===== src/hdl/pyd_pkg.sv =====
// Shared constants and types for the pyroelectric detector readout block.
// Assumes a 50 MHz system clock and a slow on-chip oscillator derived from it.
package pyd_pkg;

    // Word layout of one packet.
    localparam int WORD_W    = 14;
    localparam int PACKET_W  = 3 * WORD_W;
    localparam int BIT_IDX_W = 6;
    localparam logic [BIT_IDX_W-1:0] FIRST_BIT = 6'h29;   // Index 41, sent first.
    localparam logic [BIT_IDX_W-1:0] LAST_BIT  = 6'h00;

    // Clock and slow oscillator timing.
    localparam int CLK_PERIOD_NS = 20;
    localparam int OSC_PERIOD_NS = 31250;                  // 32 kHz typical.
    localparam int OSC_DIV_CYC   = OSC_PERIOD_NS / CLK_PERIOD_NS;
    localparam int DIV_W         = 11;

    // Longest low time on the link before a readout is taken as ended.
    localparam int LOW_MAX_NS    = 25000;
    localparam int LOW_MAX_CYC   = LOW_MAX_NS / CLK_PERIOD_NS;

    // Time the device drives a data bit after each host rising edge.
    localparam int BIT_HOLD_NS   = 4000;
    localparam int BIT_HOLD_CYC  = (BIT_HOLD_NS + CLK_PERIOD_NS - 1) / CLK_PERIOD_NS;

    // Oscillator cycle counts.
    localparam logic [4:0] CONV_TICKS      = 5'h1f;        // 32 ticks per conversion.
    localparam logic [1:0] SETUP_TICKS     = 2'h3;         // Least high time for a request.
    localparam logic [8:0] PULL_TICKS      = 9'h1ff;       // Pull high every 512 ticks.
    localparam logic [9:0] SHORT_TICKS     = 10'h200;      // Input short lasts 512 ticks.

    // Out-of-range limits of a converted channel value.
    localparam logic [WORD_W-1:0] RANGE_HI = 14'h3e00;     // 15872 counts.
    localparam logic [WORD_W-1:0] RANGE_LO = 14'h01ff;     // 511 counts.

    // Depth of the sample buffer.
    localparam int FIFO_DEPTH = 16;

    // One conversion result, most significant word first on the link.
    typedef struct packed {
        logic [WORD_W-1:0] ch1_word;
        logic [WORD_W-1:0] ch0_word;
        logic [WORD_W-1:0] ambient_temp_word;
    } pyd_packet_s;

    // Readout sequencer states.
    typedef enum logic [4:0] {
        ST_IDLE  = 5'b00001,
        ST_WAIT  = 5'b00010,
        ST_DRIVE = 5'b00100,
        ST_TAIL  = 5'b01000,
        ST_PULL  = 5'b10000
    } pyd_state_e;

endpackage : pyd_pkg


===== src/hdl/pyd_readout.sv =====
// Single-wire packet readout of a two-channel infrared detector front end.
// Assumes the converter results arrive on clk_sys; the link pin is asynchronous.
//
// Summary of operation
// - Packet is three 14-bit words: channel 1, channel 0, temperature.
// - One pin: device drives data out, host drives the bit clock in.
// - A conversion starts every 32 oscillator cycles.
// - Output latch takes new data only while pin low and idle.
// - Each host rising edge makes the device drive the next bit, 42 total.
// - Host may cancel after any bit by holding the pin low.
// - Device pulls the pin high every 512 oscillator cycles.
// - Out-of-range values short the converter input for 512 cycles.
module pyd_readout
    import pyd_pkg::*;
(
    // Clock and reset.
    input  wire  logic        clk_sys,
    input  wire  logic        rst_n,
    // Converter side.
    output logic              conv_start,
    input  wire  logic        sample_valid,
    output logic              sample_ready,
    input  wire  pyd_packet_s sample_data,
    output logic              adc_input_short,
    // Link pin as input, output and active-low enable.
    input  wire  logic        sensor_link_short_in,
    output logic              sensor_link_short_out,
    output logic              sensor_link_short_oe_n,
    // Status.
    output logic              readout_busy
);

    // Oscillator divider state.
    logic [DIV_W-1:0] div_cnt;
    logic [DIV_W-1:0] next_div_cnt;
    logic             osc_tick;
    logic             next_osc_tick;

    // Conversion cadence and pull-high schedule.
    logic [4:0]       conv_cnt;
    logic [4:0]       next_conv_cnt;
    logic             next_conv_start;
    logic [8:0]       pull_cnt;
    logic [8:0]       next_pull_cnt;
    logic             pull_due;
    logic             next_pull_due;

    // Saturation recovery.
    logic [9:0]       short_cnt;
    logic [9:0]       next_short_cnt;
    logic             next_adc_input_short;
    logic             range_bad;

    // Link synchroniser.
    logic             link_s1;
    logic             link_s2;
    logic             link_d;
    logic             link_rise;

    // Readout sequencer.
    pyd_state_e           state;
    pyd_state_e           next_state;
    logic [PACKET_W-1:0]  latch;
    logic [PACKET_W-1:0]  next_latch;
    logic [BIT_IDX_W-1:0] bit_idx;
    logic [BIT_IDX_W-1:0] next_bit_idx;
    logic [1:0]           high_ticks;
    logic [1:0]           next_high_ticks;
    logic [DIV_W-1:0]     timer;
    logic [DIV_W-1:0]     next_timer;
    logic                 next_link_out;
    logic                 next_link_oe_n;
    logic                 next_busy;

    // Buffer between converter and latch.
    logic                 buf_valid;
    logic                 buf_ready;
    logic [PACKET_W-1:0]  buf_data;

    pyd_fifo #(
        .WIDTH (PACKET_W),
        .DEPTH (FIFO_DEPTH)
    ) u_fifo (
        .clk_sys   (clk_sys),
        .rst_n     (rst_n),
        .in_valid  (sample_valid),
        .in_ready  (sample_ready),
        .in_data   (sample_data),
        .out_valid (buf_valid),
        .out_ready (buf_ready),
        .out_data  (buf_data)
    );

    // The slow oscillator is modelled as a one-cycle enable every 1562 system cycles.
    always_comb begin
        next_osc_tick = (div_cnt == DIV_W'(OSC_DIV_CYC - 1));
        next_div_cnt  = next_osc_tick ? '0 : div_cnt + 1'b1;
    end

    always_ff @(posedge clk_sys or negedge rst_n) begin
        if (!rst_n) begin
            div_cnt  <= '0;
            osc_tick <= 1'b0;
        end else begin
            div_cnt  <= next_div_cnt;
            osc_tick <= next_osc_tick;
        end
    end

    // Conversion cadence and pull-high schedule, both counted in oscillator ticks.
    always_comb begin
        next_conv_cnt   = conv_cnt;
        next_conv_start = 1'b0;
        next_pull_cnt   = pull_cnt;
        // The request stays pending until the sequencer is idle and takes it;
        // a new request on the same tick as the clear still wins.
        next_pull_due   = (state == ST_PULL) ? 1'b0 : pull_due;
        if (osc_tick) begin
            next_conv_cnt   = (conv_cnt == CONV_TICKS) ? 5'h00 : conv_cnt + 1'b1;
            next_conv_start = (conv_cnt == CONV_TICKS);
            next_pull_cnt   = pull_cnt + 1'b1;
            if (pull_cnt == PULL_TICKS) begin
                next_pull_due = 1'b1;
            end
        end
    end

    always_ff @(posedge clk_sys or negedge rst_n) begin
        if (!rst_n) begin
            conv_cnt   <= '0;
            conv_start <= 1'b0;
            pull_cnt   <= '0;
            pull_due   <= 1'b0;
        end else begin
            conv_cnt   <= next_conv_cnt;
            conv_start <= next_conv_start;
            pull_cnt   <= next_pull_cnt;
            pull_due   <= next_pull_due;
        end
    end

    // Range check on both channel words as they are accepted from the converter.
    always_comb begin
        range_bad = (sample_data.ch1_word > RANGE_HI) || (sample_data.ch1_word < RANGE_LO)
                 || (sample_data.ch0_word > RANGE_HI) || (sample_data.ch0_word < RANGE_LO);
        next_short_cnt = short_cnt;
        if (sample_valid && sample_ready && range_bad) begin
            next_short_cnt = SHORT_TICKS;
        end else if (osc_tick && short_cnt != '0) begin
            next_short_cnt = short_cnt - 1'b1;
        end
        next_adc_input_short = (next_short_cnt != '0);
    end

    always_ff @(posedge clk_sys or negedge rst_n) begin
        if (!rst_n) begin
            short_cnt       <= '0;
            adc_input_short <= 1'b0;
        end else begin
            short_cnt       <= next_short_cnt;
            adc_input_short <= next_adc_input_short;
        end
    end

    // Two flip-flops bring the pin into clk_sys; a third stage feeds edge detection.
    always_ff @(posedge clk_sys or negedge rst_n) begin
        if (!rst_n) begin
            link_s1 <= 1'b0;
            link_s2 <= 1'b0;
            link_d  <= 1'b0;
        end else begin
            link_s1 <= sensor_link_short_in;
            link_s2 <= link_s1;
            link_d  <= link_s2;
        end
    end

    assign link_rise = link_s2 && !link_d;

    // Readout sequencer; while the device drives the pin it ignores what it sees there.
    always_comb begin
        next_state      = state;
        next_latch      = latch;
        next_bit_idx    = bit_idx;
        next_high_ticks = high_ticks;
        next_timer      = timer;
        next_link_out   = sensor_link_short_out;
        next_link_oe_n  = sensor_link_short_oe_n;
        buf_ready       = 1'b0;
        unique case (state)
            ST_IDLE: begin
                next_link_oe_n = 1'b1;
                if (!link_s2) begin
                    next_high_ticks = '0;
                    // Latch only when low and idle.
                    buf_ready = 1'b1;
                    // Whole packet, channel 1 word on top.
                    if (buf_valid) begin
                        next_latch = buf_data;
                    end
                end else if (osc_tick) begin
                    next_high_ticks = high_ticks + 1'b1;
                end
                // Three ticks high starts a readout.
                if (link_s2 && osc_tick && high_ticks == SETUP_TICKS - 2'h1) begin
                    next_state   = ST_WAIT;
                    next_bit_idx = FIRST_BIT;
                    next_timer   = '0;
                end else if (pull_due && !link_s2) begin
                    next_state     = ST_PULL;
                    next_timer     = DIV_W'(OSC_DIV_CYC);
                    next_link_out  = 1'b1;
                    next_link_oe_n = 1'b0;
                end
            end
            ST_WAIT: begin
                // Each host rising edge sends one bit.
                if (link_rise) begin
                    next_state     = ST_DRIVE;
                    next_link_out  = latch[bit_idx];
                    // Device drives here to send data; it also drives the pin high in ST_PULL.
                    next_link_oe_n = 1'b0;
                    next_timer     = DIV_W'(BIT_HOLD_CYC);
                end else if (!link_s2) begin
                    // A long low cancels the readout.
                    next_timer = timer + 1'b1;
                    if (timer == DIV_W'(LOW_MAX_CYC)) begin
                        next_state = ST_IDLE;
                    end
                end else begin
                    next_timer = '0;
                end
            end
            ST_DRIVE: begin
                next_timer = timer - 1'b1;
                if (timer == DIV_W'(1)) begin
                    next_link_oe_n = 1'b1;
                    next_timer     = '0;
                    if (bit_idx == LAST_BIT) begin
                        next_state = ST_TAIL;
                    end else begin
                        next_state   = ST_WAIT;
                        next_bit_idx = bit_idx - 1'b1;
                    end
                end
            end
            ST_TAIL: begin
                // Host low after bit 0 ends the packet.
                if (!link_s2) begin
                    next_state = ST_IDLE;
                end
            end
            ST_PULL: begin
                next_timer = timer - 1'b1;
                if (timer == DIV_W'(1)) begin
                    next_link_oe_n = 1'b1;
                    next_state     = ST_IDLE;
                end
            end
            default: begin
                next_state     = ST_IDLE;
                next_link_oe_n = 1'b1;
            end
        endcase
        if (next_state == ST_IDLE) begin
            next_high_ticks = (state == ST_IDLE) ? next_high_ticks : 2'h0;
        end
        next_busy = (next_state == ST_WAIT) || (next_state == ST_DRIVE)
                 || (next_state == ST_TAIL);
    end

    always_ff @(posedge clk_sys or negedge rst_n) begin
        if (!rst_n) begin
            state                  <= ST_IDLE;
            latch                  <= '0;
            bit_idx                <= FIRST_BIT;
            high_ticks             <= '0;
            timer                  <= '0;
            sensor_link_short_out  <= 1'b0;
            sensor_link_short_oe_n <= 1'b1;
            readout_busy           <= 1'b0;
        end else begin
            state                  <= next_state;
            latch                  <= next_latch;
            bit_idx                <= next_bit_idx;
            high_ticks             <= next_high_ticks;
            timer                  <= next_timer;
            sensor_link_short_out  <= next_link_out;
            sensor_link_short_oe_n <= next_link_oe_n;
            readout_busy           <= next_busy;
        end
    end

endmodule : pyd_readout


===== src/hdl/pyd_fifo.sv =====
// Synchronous first-in first-out buffer with valid and ready on both sides.
// Assumes both sides run on the same clock; in_ready comes from a flip-flop.
module pyd_fifo #(
    parameter int WIDTH = 42,
    parameter int DEPTH = 16
) (
    // Clock and reset.
    input  wire  logic             clk_sys,
    input  wire  logic             rst_n,
    // Filling side.
    input  wire  logic             in_valid,
    output logic                   in_ready,
    input  wire  logic [WIDTH-1:0] in_data,
    // Draining side.
    output logic                   out_valid,
    input  wire  logic             out_ready,
    output logic [WIDTH-1:0]       out_data
);
    localparam int AW = $clog2(DEPTH);

    logic [WIDTH-1:0] mem [DEPTH];
    logic [AW-1:0]    wr_ptr;
    logic [AW-1:0]    rd_ptr;
    logic [AW:0]      count;
    logic [AW-1:0]    next_wr_ptr;
    logic [AW-1:0]    next_rd_ptr;
    logic [AW:0]      next_count;
    logic             next_in_ready;
    logic             do_wr;
    logic             do_rd;

    assign out_valid = (count != '0);
    assign out_data  = mem[rd_ptr];

    // Pointer and occupancy update; ready is registered so it is honest a cycle ahead.
    always_comb begin
        do_wr         = in_valid && in_ready;
        do_rd         = out_valid && out_ready;
        next_wr_ptr   = do_wr ? wr_ptr + 1'b1 : wr_ptr;
        next_rd_ptr   = do_rd ? rd_ptr + 1'b1 : rd_ptr;
        next_count    = count + {{AW{1'b0}}, do_wr} - {{AW{1'b0}}, do_rd};
        next_in_ready = (next_count != (AW+1)'(DEPTH));
    end

    always_ff @(posedge clk_sys or negedge rst_n) begin
        if (!rst_n) begin
            wr_ptr   <= '0;
            rd_ptr   <= '0;
            count    <= '0;
            in_ready <= 1'b1;
        end else begin
            wr_ptr   <= next_wr_ptr;
            rd_ptr   <= next_rd_ptr;
            count    <= next_count;
            in_ready <= next_in_ready;
        end
    end

    // Storage has no reset; only entries below count are ever read out.
    always_ff @(posedge clk_sys) begin
        if (do_wr) begin
            mem[wr_ptr] <= in_data;
        end
    end

endmodule : pyd_fifo


===== config.mk =====
export PLATFORM = sky130hd
export DESIGN_NAME = pyd_readout
export DESIGN_NICKNAME = d
export VERILOG_FILES = /design/src/hdl/pyd_pkg.sv /design/src/hdl/pyd_readout.sv /design/src/hdl/pyd_fifo.sv
export SDC_FILE = /design/constraint.sdc
export NUM_CORES = 1
export LEC_CHECK = 0
export BUFFER_PORTS_ARGS = -buffer_cell sky130_fd_sc_hd__buf_2
export CAP_MARGIN = 15
export CORE_MARGIN = 1
export CORE_UTILIZATION = 50
export DETAILED_ROUTE_END_ITERATION = 10
export PLACE_DENSITY = 0.66
export SLEW_MARGIN = 20
export SYNTH_ARGS = -nofsm -noshare
export SYNTH_HDL_FRONTEND = slang
export SYNTH_SLANG_ARGS = --single-unit

===== constraint.sdc =====
create_clock -name clk_sys -period 6.9 [get_ports clk_sys]
set_input_delay 0.345 -clock clk_sys [delete_from_list [all_inputs] [get_ports clk_sys]]
set_output_delay 0.345 -clock clk_sys [all_outputs]
set_load 0.01 [all_outputs]

==> flow_summary.json, run 1 <==
{
  "syn_area_sq_um": 31980,
  "cts_setup_buffers": 0,
  "avgSynthCellArea_sq_um": 20.33,
  "grt.total_usage_pct": 21.73,
  "antenna_found_initial": 4,
  "via_per_inst": 6.044,
  "critPathBufInv": 4,
  "vias": 15582,
  "leakagePower_nw": 11.94,
  "die_x_um": 254.9,
  "critPathSlowestCell": "buf_4",
  "final_cell_count_no_fill": 2578,
  "fin_nets": 1734,
  "cap_violations": 0,
  "cts_sinks": 797,
  "slew_headroom_pct": 23.79,
  "finalHoldViolCount": 0,
  "clock_latency_ns": 0.63,
  "worst_pin_slew_ns": 1.136,
  "worstSetupPathType": "flop to flop",
  "portBuffers": 51,
  "wl_um": 67950,
  "synth-seq-area-share_pct": 72.91,
  "ys_ff_latch": 797,
  "dr.pass1.iters": 5,
  "syn_to_final_growth_pct": 12.16,
  "drive_gt1_share_pct": 29.27,
  "insertedDiodeCount": 0,
  "crit_top_cell": "inv_1",
  "period_minus_slack_ns": 3.750,
  "pin_count": 52,
  "setup_tns_ns": 0,
  "ff2ff_setup_slack_ns": 3.15,
  "grt_pass1_wl_um": 102200,
  "grt_pass1_vias": 16045,
  "drc": 0,
  "path_cells": "or3b_1 > nor3_4 > and3_2 > buf_4 > ha_1 > inv_1 > ha_1 > inv_1 > fa_1 > inv_1 > a21oi_1 > o21bai_1 > xnor2_1 > nand2_1",
  "initial_core_util_pct": 50.70,
  "htreeDepth": 3,
  "cp_slowest_stage_delay_ns": 0.59,
  "clk_pin_slew_ns": 0.06,
  "n_fill_cell": 4717,
  "synth_cell_type_count": 75,
  "critical_path.top_delay_family": "simple AND/OR/NAND/NOR gates",
  "placed_cells": 2421,
  "max_freq_ghz": 0.2667,
  "synthesis.nets": 1644,
  "outcome": "complete, no violations",
  "multiInputGateArea_sq_um": 8192,
  "required_ns": 7.44,
  "grt_max_degree": 100,
  "dieArea_sq_um": 64970,
  "period_share_pct": 54.34,
  "synth-main-ff-cell": "edfxtp_1",
  "numCtsBuffers": 83,
  "cts_tree": "yes",
  "yosys-top-cells-area": "edfxtp_1, mux4_2, dfrtp_1",
  "ant_nets": 0,
  "dr.first_iter.drc_count": 1686,
  "rows": 92,
  "clockBufferDepth": 3,
  "async_flop_share_pct": 15.68,
  "root_buffer": "clkbuf_16",
  "wire_per_inst_um": 26.36,
  "overflow": 0,
  "synth_top_area_share_pct": 63.10,
  "slew_viol_final": 0,
  "yosysTopAreaCell": "edfxtp_1",
  "yosys_warnings": 0,
  "hpwl_um": 34590,
  "cp_max_fo": 47,
  "setup_viol": 0,
  "ir_drop_mv": 0.2197,
  "arrival_ns": 4.29,
  "synth_edf_count": 672,
  "power.density_nw_per_um2": 388.3,
  "final_cell_mix": "edfxtp_1, mux4_2, dfrtp_1, clkbuf_16, mux2_2",
  "gp_congestion": 0.8376,
  "seq_area_sq_um": 23330,
  "synthCells": 1573,
  "layout_commonest_cell": "edfxtp_1",
  "power_mw": 13.93,
  "die_height_um": 254.9,
  "min_path_type": "input pin to flop",
  "worst_setup_path_start_kind": "flop",
  "fin_skew_ns": 0.02778,
  "fp.coreArea_sq_um": 63080,
  "worstSetupEndpointType": "flop",
  "grt_setup_unrepaired": "false"
}
[synthesized netlist by cell type (3+ instances only)]
cell type and number:
nor3_1 26, nand3b_1 3, or4b_2 3, xor2_1 14, nor2b_1 8, mux2_2 59
nand2b_1 5, nor3b_1 4, a21boi_0 4, nand4_1 16, or4_4 3, buf_4 16
mux4_2 213, buf_2 9, nand2_1 35, and2_1 15, o211ai_1 8, o22ai_1 6
o21ai_0 23, nor4b_1 3, nor2_1 37, nand4b_1 3, nor4_1 10, a31oi_1 6
a211oi_1 5, edfxtp_1 672, inv_1 29, mux2i_1 5, and3_1 11, nand3_1 23
dfrtp_1 119, dfstp_2 6, ha_1 24, xnor2_1 26, clkbuf_1 36, or4_1 5
o2111ai_1 4, or3_1 3, a21oi_1 18, buf_6 3, buf_1 10
[metal layers]
layer | vias to the layer above | GRT usage, % | routed length (um)
li1 | 6660 | - | -
met1 | 8265 | 31.13 | 28940
met2 | 542 | 34.61 | 33350
met3 | 109 | 3.620 | 4039
met4 | 6 | 6.484 | 1587
met5 | - | 0 | 42
[stage by stage]
step                hold slack (ns)  setup slack (ns)  util (%)  instance area [sq um]
finish                      0.09163             3.150     56.86                  35870
global placement             0.3457             3.264     52.56                  33160
floorplan                   0.04941             3.886         -                  31980
detailed placement           0.3508             3.169     52.56                  33160
global route                0.07795             2.899     56.86                  35870
CTS                         0.05934             3.146     56.82                  35840
[state kept, by name, summed over array words and instances (netlist names), 2 cells and up]
register	count
div_cnt	11
pull_cnt	9
u_fifo.rd_ptr	4
u_fifo.mem	672
conv_cnt	5
timer	11
u_fifo.count	5
latch	42
bit_idx	6
state	5
short_cnt	10
u_fifo.wr_ptr	4
high_ticks	2
[path summary, 6_finish.rpt]
check | from | to | cells past startpoint
min in group asynchronous | rst_n | timer[3]$_DFFE_PN0P_ | 2
worst max-delay path | state[0]$_DFF_PN1_ | u_fifo.in_ready$_DFF_PN1_ | 14
worst min register to register | link_s1$_DFF_PN0_ | link_s2$_DFF_PN0_ | 0
max in group asynchronous | rst_n | osc_tick$_DFF_PN0_ | 3
worst max register to register | state[0]$_DFF_PN1_ | u_fifo.in_ready$_DFF_PN1_ | 14
worst min-delay path | sample_data[3] | u_fifo.mem[13][3]$_DFFE_PP_ | 1
[logic make-up after synthesis]
family                     count (synthesis)  share of synthesized area (%)
AOI/OAI and AO/OA                        104                          2.234
xor gates and xnor gates                  40                          1.096
adders and majority gates                 25                          1.002
buffers and inverters                    104                          1.545
DFF                                      797                          72.91
muxes                                    278                          17.27
and+or+nand+nor                          225                          3.948
[what timing repair did]
item	CTS	global route
resized for setup	0	0
hold buffers	2	0
hold endpoints to repair	47	0
[area by class of cell]
cell class                 count  area share (%)
clock inverter                35          0.9453
tap                          846           2.951
sequential                   797           65.04
inverter                      29          0.3035
clock buffer                 119           6.485
timing repair buffer          80           1.441
multi-input combinational    672           22.84
[power by group]
part	internal [mW]	total, mW	switching [mW]
sequential	5.87	6.22	0.348
combinational	1.74	3.35	1.61
clock	2.54	4.36	1.81
Note: power is estimated with default switching activity, not from simulation.
==> run 2, diff against run 1 <==
- clock period: 6.9 -> 3.88 ns (I/O delays scaled with it)
==> run 2 against run 1 <==
Net effect: clock skew decreased by 0.0085 ns; setup slack worse by 2.3 ns; sequential power rose by 78%; final area grew 2.0%; routed wire length is 1.5% higher; global-route usage rose by 0.29 points; count of clock-buffer cells in the layout down 9; via count is 0.72% higher; final cell count grew 1.9%; critical path type unchanged; highest routed layer is now met4.
==> flow_summary.json, run 2 (synthesis results as in run 1) <==
{
  "antenna_found_initial": 3,
  "syn_to_final_growth_pct": 14.38,
  "worstSetupStartpoint": "state[0]$_DFF_PN1_",
  "worstSetupPathType": "flop to flop",
  "fin_nets": 1782,
  "regMostFlops": "u_fifo.mem",
  "cp_slowest_stage_delay_ns": 0.58,
  "max_freq_ghz": 0.3253,
  "clkPwrFrac_pct": 30.8,
  "arrival_ns": 3.62,
  "critPathBufInv": 3,
  "rows": 92,
  "endpoint": "u_fifo.in_ready$_DFF_PN1_",
  "worstSetupEndpointType": "flop",
  "worst_pin_slew_ns": 1.063,
  "setup_tns_ns": 0,
  "hpwl_um": 37550,
  "slew_headroom_pct": 28.67,
  "wl_um": 68990,
  "die_x_um": 254.9,
  "pin_count": 52,
  "critPathSlowestCell": "dfstp_2",
  "clock_latency_ns": 0.63,
  "reg.largest.list": "u_fifo.mem: 672 flops, latch: 42 flops",
  "die_height_um": 254.9,
  "multiInputGateArea_sq_um": 8192,
  "slew_viol_final": 0,
  "dr.first_iter.drc_count": 1333,
  "dieArea_sq_um": 64970,
  "outcome": "complete, no violations",
  "final_util_pct": 57.99,
  "critical_path.top_delay_family": "simple AND/OR/NAND/NOR gates",
  "period_minus_slack_ns": 3.074,
  "power.density_nw_per_um2": 683.0,
  "initial_core_util_pct": 50.70,
  "seq_area_sq_um": 23330,
  "ir_drop_mv": 0.3696,
  "required_ns": 4.43,
  "n_fill_cell": 4695,
  "fp.coreArea_sq_um": 63080,
  "reg2reg_to": "u_fifo.in_ready$_DFF_PN1_",
  "drc": 0,
  "portBuffers": 51,
  "clockBufferDepth": 3,
  "cts_setup_buffers": 0,
  "path_cells": "or3b_1 > nor3_4 > and3_2 > ha_1 > inv_1 > ha_1 > inv_1 > fa_1 > inv_1 > a21oi_1 > o21bai_1 > xnor2_1 > nand2_1",
  "cts_tree": "yes",
  "leakagePower_nw": 12.20,
  "wire_per_inst_um": 26.26,
  "finalHoldViolCount": 0,
  "layout_commonest_cell": "edfxtp_1",
  "overflow": 0,
  "power.switching_mw": 6.796,
  "cts_sinks": 797,
  "grt_max_degree": 94,
  "largest_register_ffs": 672,
  "ff2ff_setup_slack_ns": 0.81,
  "grt_setup_unrepaired": "false",
  "root_buffer": "clkbuf_16",
  "worst_setup_path_start_kind": "flop",
  "grt_pass1_wl_um": 103700,
  "cap_violations": 0,
  "path_depth": 13,
  "htreeDepth": 3,
  "dr.pass1.iters": 5,
  "vias": 15694,
  "worst-r2r-cell-count": 13,
  "drive_gt1_share_pct": 28.84,
  "ant_nets": 0,
  "setup_viol": 0,
  "clk_pin_slew_ns": 0.06,
  "grt.total_usage_pct": 22.02,
  "final_cell_mix": "edfxtp_1, mux4_2, dfrtp_1, clkbuf_16, mux2_2",
  "seqPwrFrac_pct": 44.3,
  "r2r_start": "state[0]$_DFF_PN1_",
  "gp_congestion": 0.8234,
  "netSwitchingFraction_pct": 27.20,
  "fin_skew_ns": 0.01925,
  "period_share_pct": 79.23,
  "crit_top_cell": "inv_1",
  "via_per_inst": 5.974,
  "grt_pass1_vias": 16230,
  "min_path_type": "input pin to asynchronous set/reset pin",
  "intPower_mw": 18.19,
  "cp_max_fo": 8,
  "numCtsBuffers": 82,
  "combPwrFrac_pct": 24.9
}
[run 2: cell types whose count changed in the layout (fill, tap and decap cells not counted), sizes merged, moves of 2 or more]
| cell | previous run | this run |
|---|---|---|
| diode | 0 | 2 |
| dlygate4sd3 | 2 | 45 |
| clkinvlp | 1 | 3 |
| clkbuf | 119 | 110 |
| buf | 78 | 84 |
| clkinv | 26 | 31 |
[run 2: worst register-to-register path: cells and delay by family (launching register included)]
family	cells	cell delay, ns
simple gates	4	1.04
xor+xnor	1	0.16
flops	1	0.58
fa+ha+maj	3	0.82
compound gates	2	0.21
buf+inv	3	0.20
[run 2: area by class of cell]
type,count,area share (%)
diodes,2,0.01368
clock buffers,110,6.154
clock inverters,42,1.064
inverters,29,0.2976
multi-input cells,672,22.39
flip-flops and latches,797,63.77
well taps,846,2.894
repair buffers,129,3.410
[run 2: worst min path at each step]
stage | slack [ns] | endpoint | startpoint
4_1_cts | 0.19 | link_s1$_DFF_PN0_ | sensor_link_short_in
3_5_place_dp | 0.31 | link_s1$_DFF_PN0_ | sensor_link_short_in
6_report | 0.22 | timer[3]$_DFFE_PN0P_ | rst_n
5_1_grt | 0.23 | link_s1$_DFF_PN0_ | sensor_link_short_in
3_3_place_gp | 0.31 | link_s1$_DFF_PN0_ | sensor_link_short_in
2_1_floorplan | -0.10 | adc_input_short$_DFF_PN0_ | rst_n
[run 2: metal layers]
layer	vias up	GRT usage (%)	wire length, um
met5	-	0	0
met4	0	7.049	1498
met3	97	3.895	3736
met2	472	36.20	34800
met1	8353	30.12	28950
li1	6772	-	-
[run 2: repair_timing]
item | CTS | global route
gates resized for setup | 0 | 0
hold buffers | 45 | 0
hold endpoints to repair | 751 | 0
[run 2: power by group through the flow]
stage	registers [mW]	logic, mW	clock network (mW)
floorplan	10.8	4.70	0
global placement	11.2	6.22	0
detailed placement	11.2	6.28	0
CTS	11.1	6.34	7.86
global route	11.2	6.67	8.17
finish	11.1	6.21	7.70
[run 2: metrics by stage]
| step | instance area [sq um] | total power [mW] | worst slack (ns) | hold slack, ns | cells |
|---|---|---|---|---|---|
| global placement | 33480 | 17.41 | 0.8858 | 0.3054 | 2428 |
| CTS | 36570 | 25.28 | 0.7958 | 0.1947 | 2625 |
| detailed placement | 33480 | 17.52 | 0.8092 | 0.3065 | 2428 |
| finish | 36580 | 24.98 | 0.8058 | 0.2233 | 2627 |
| global route | 36580 | 26.00 | 0.6125 | 0.2347 | 2626 |
| floorplan | 31980 | 15.52 | 0.8658 | -0.1016 | 1573 |
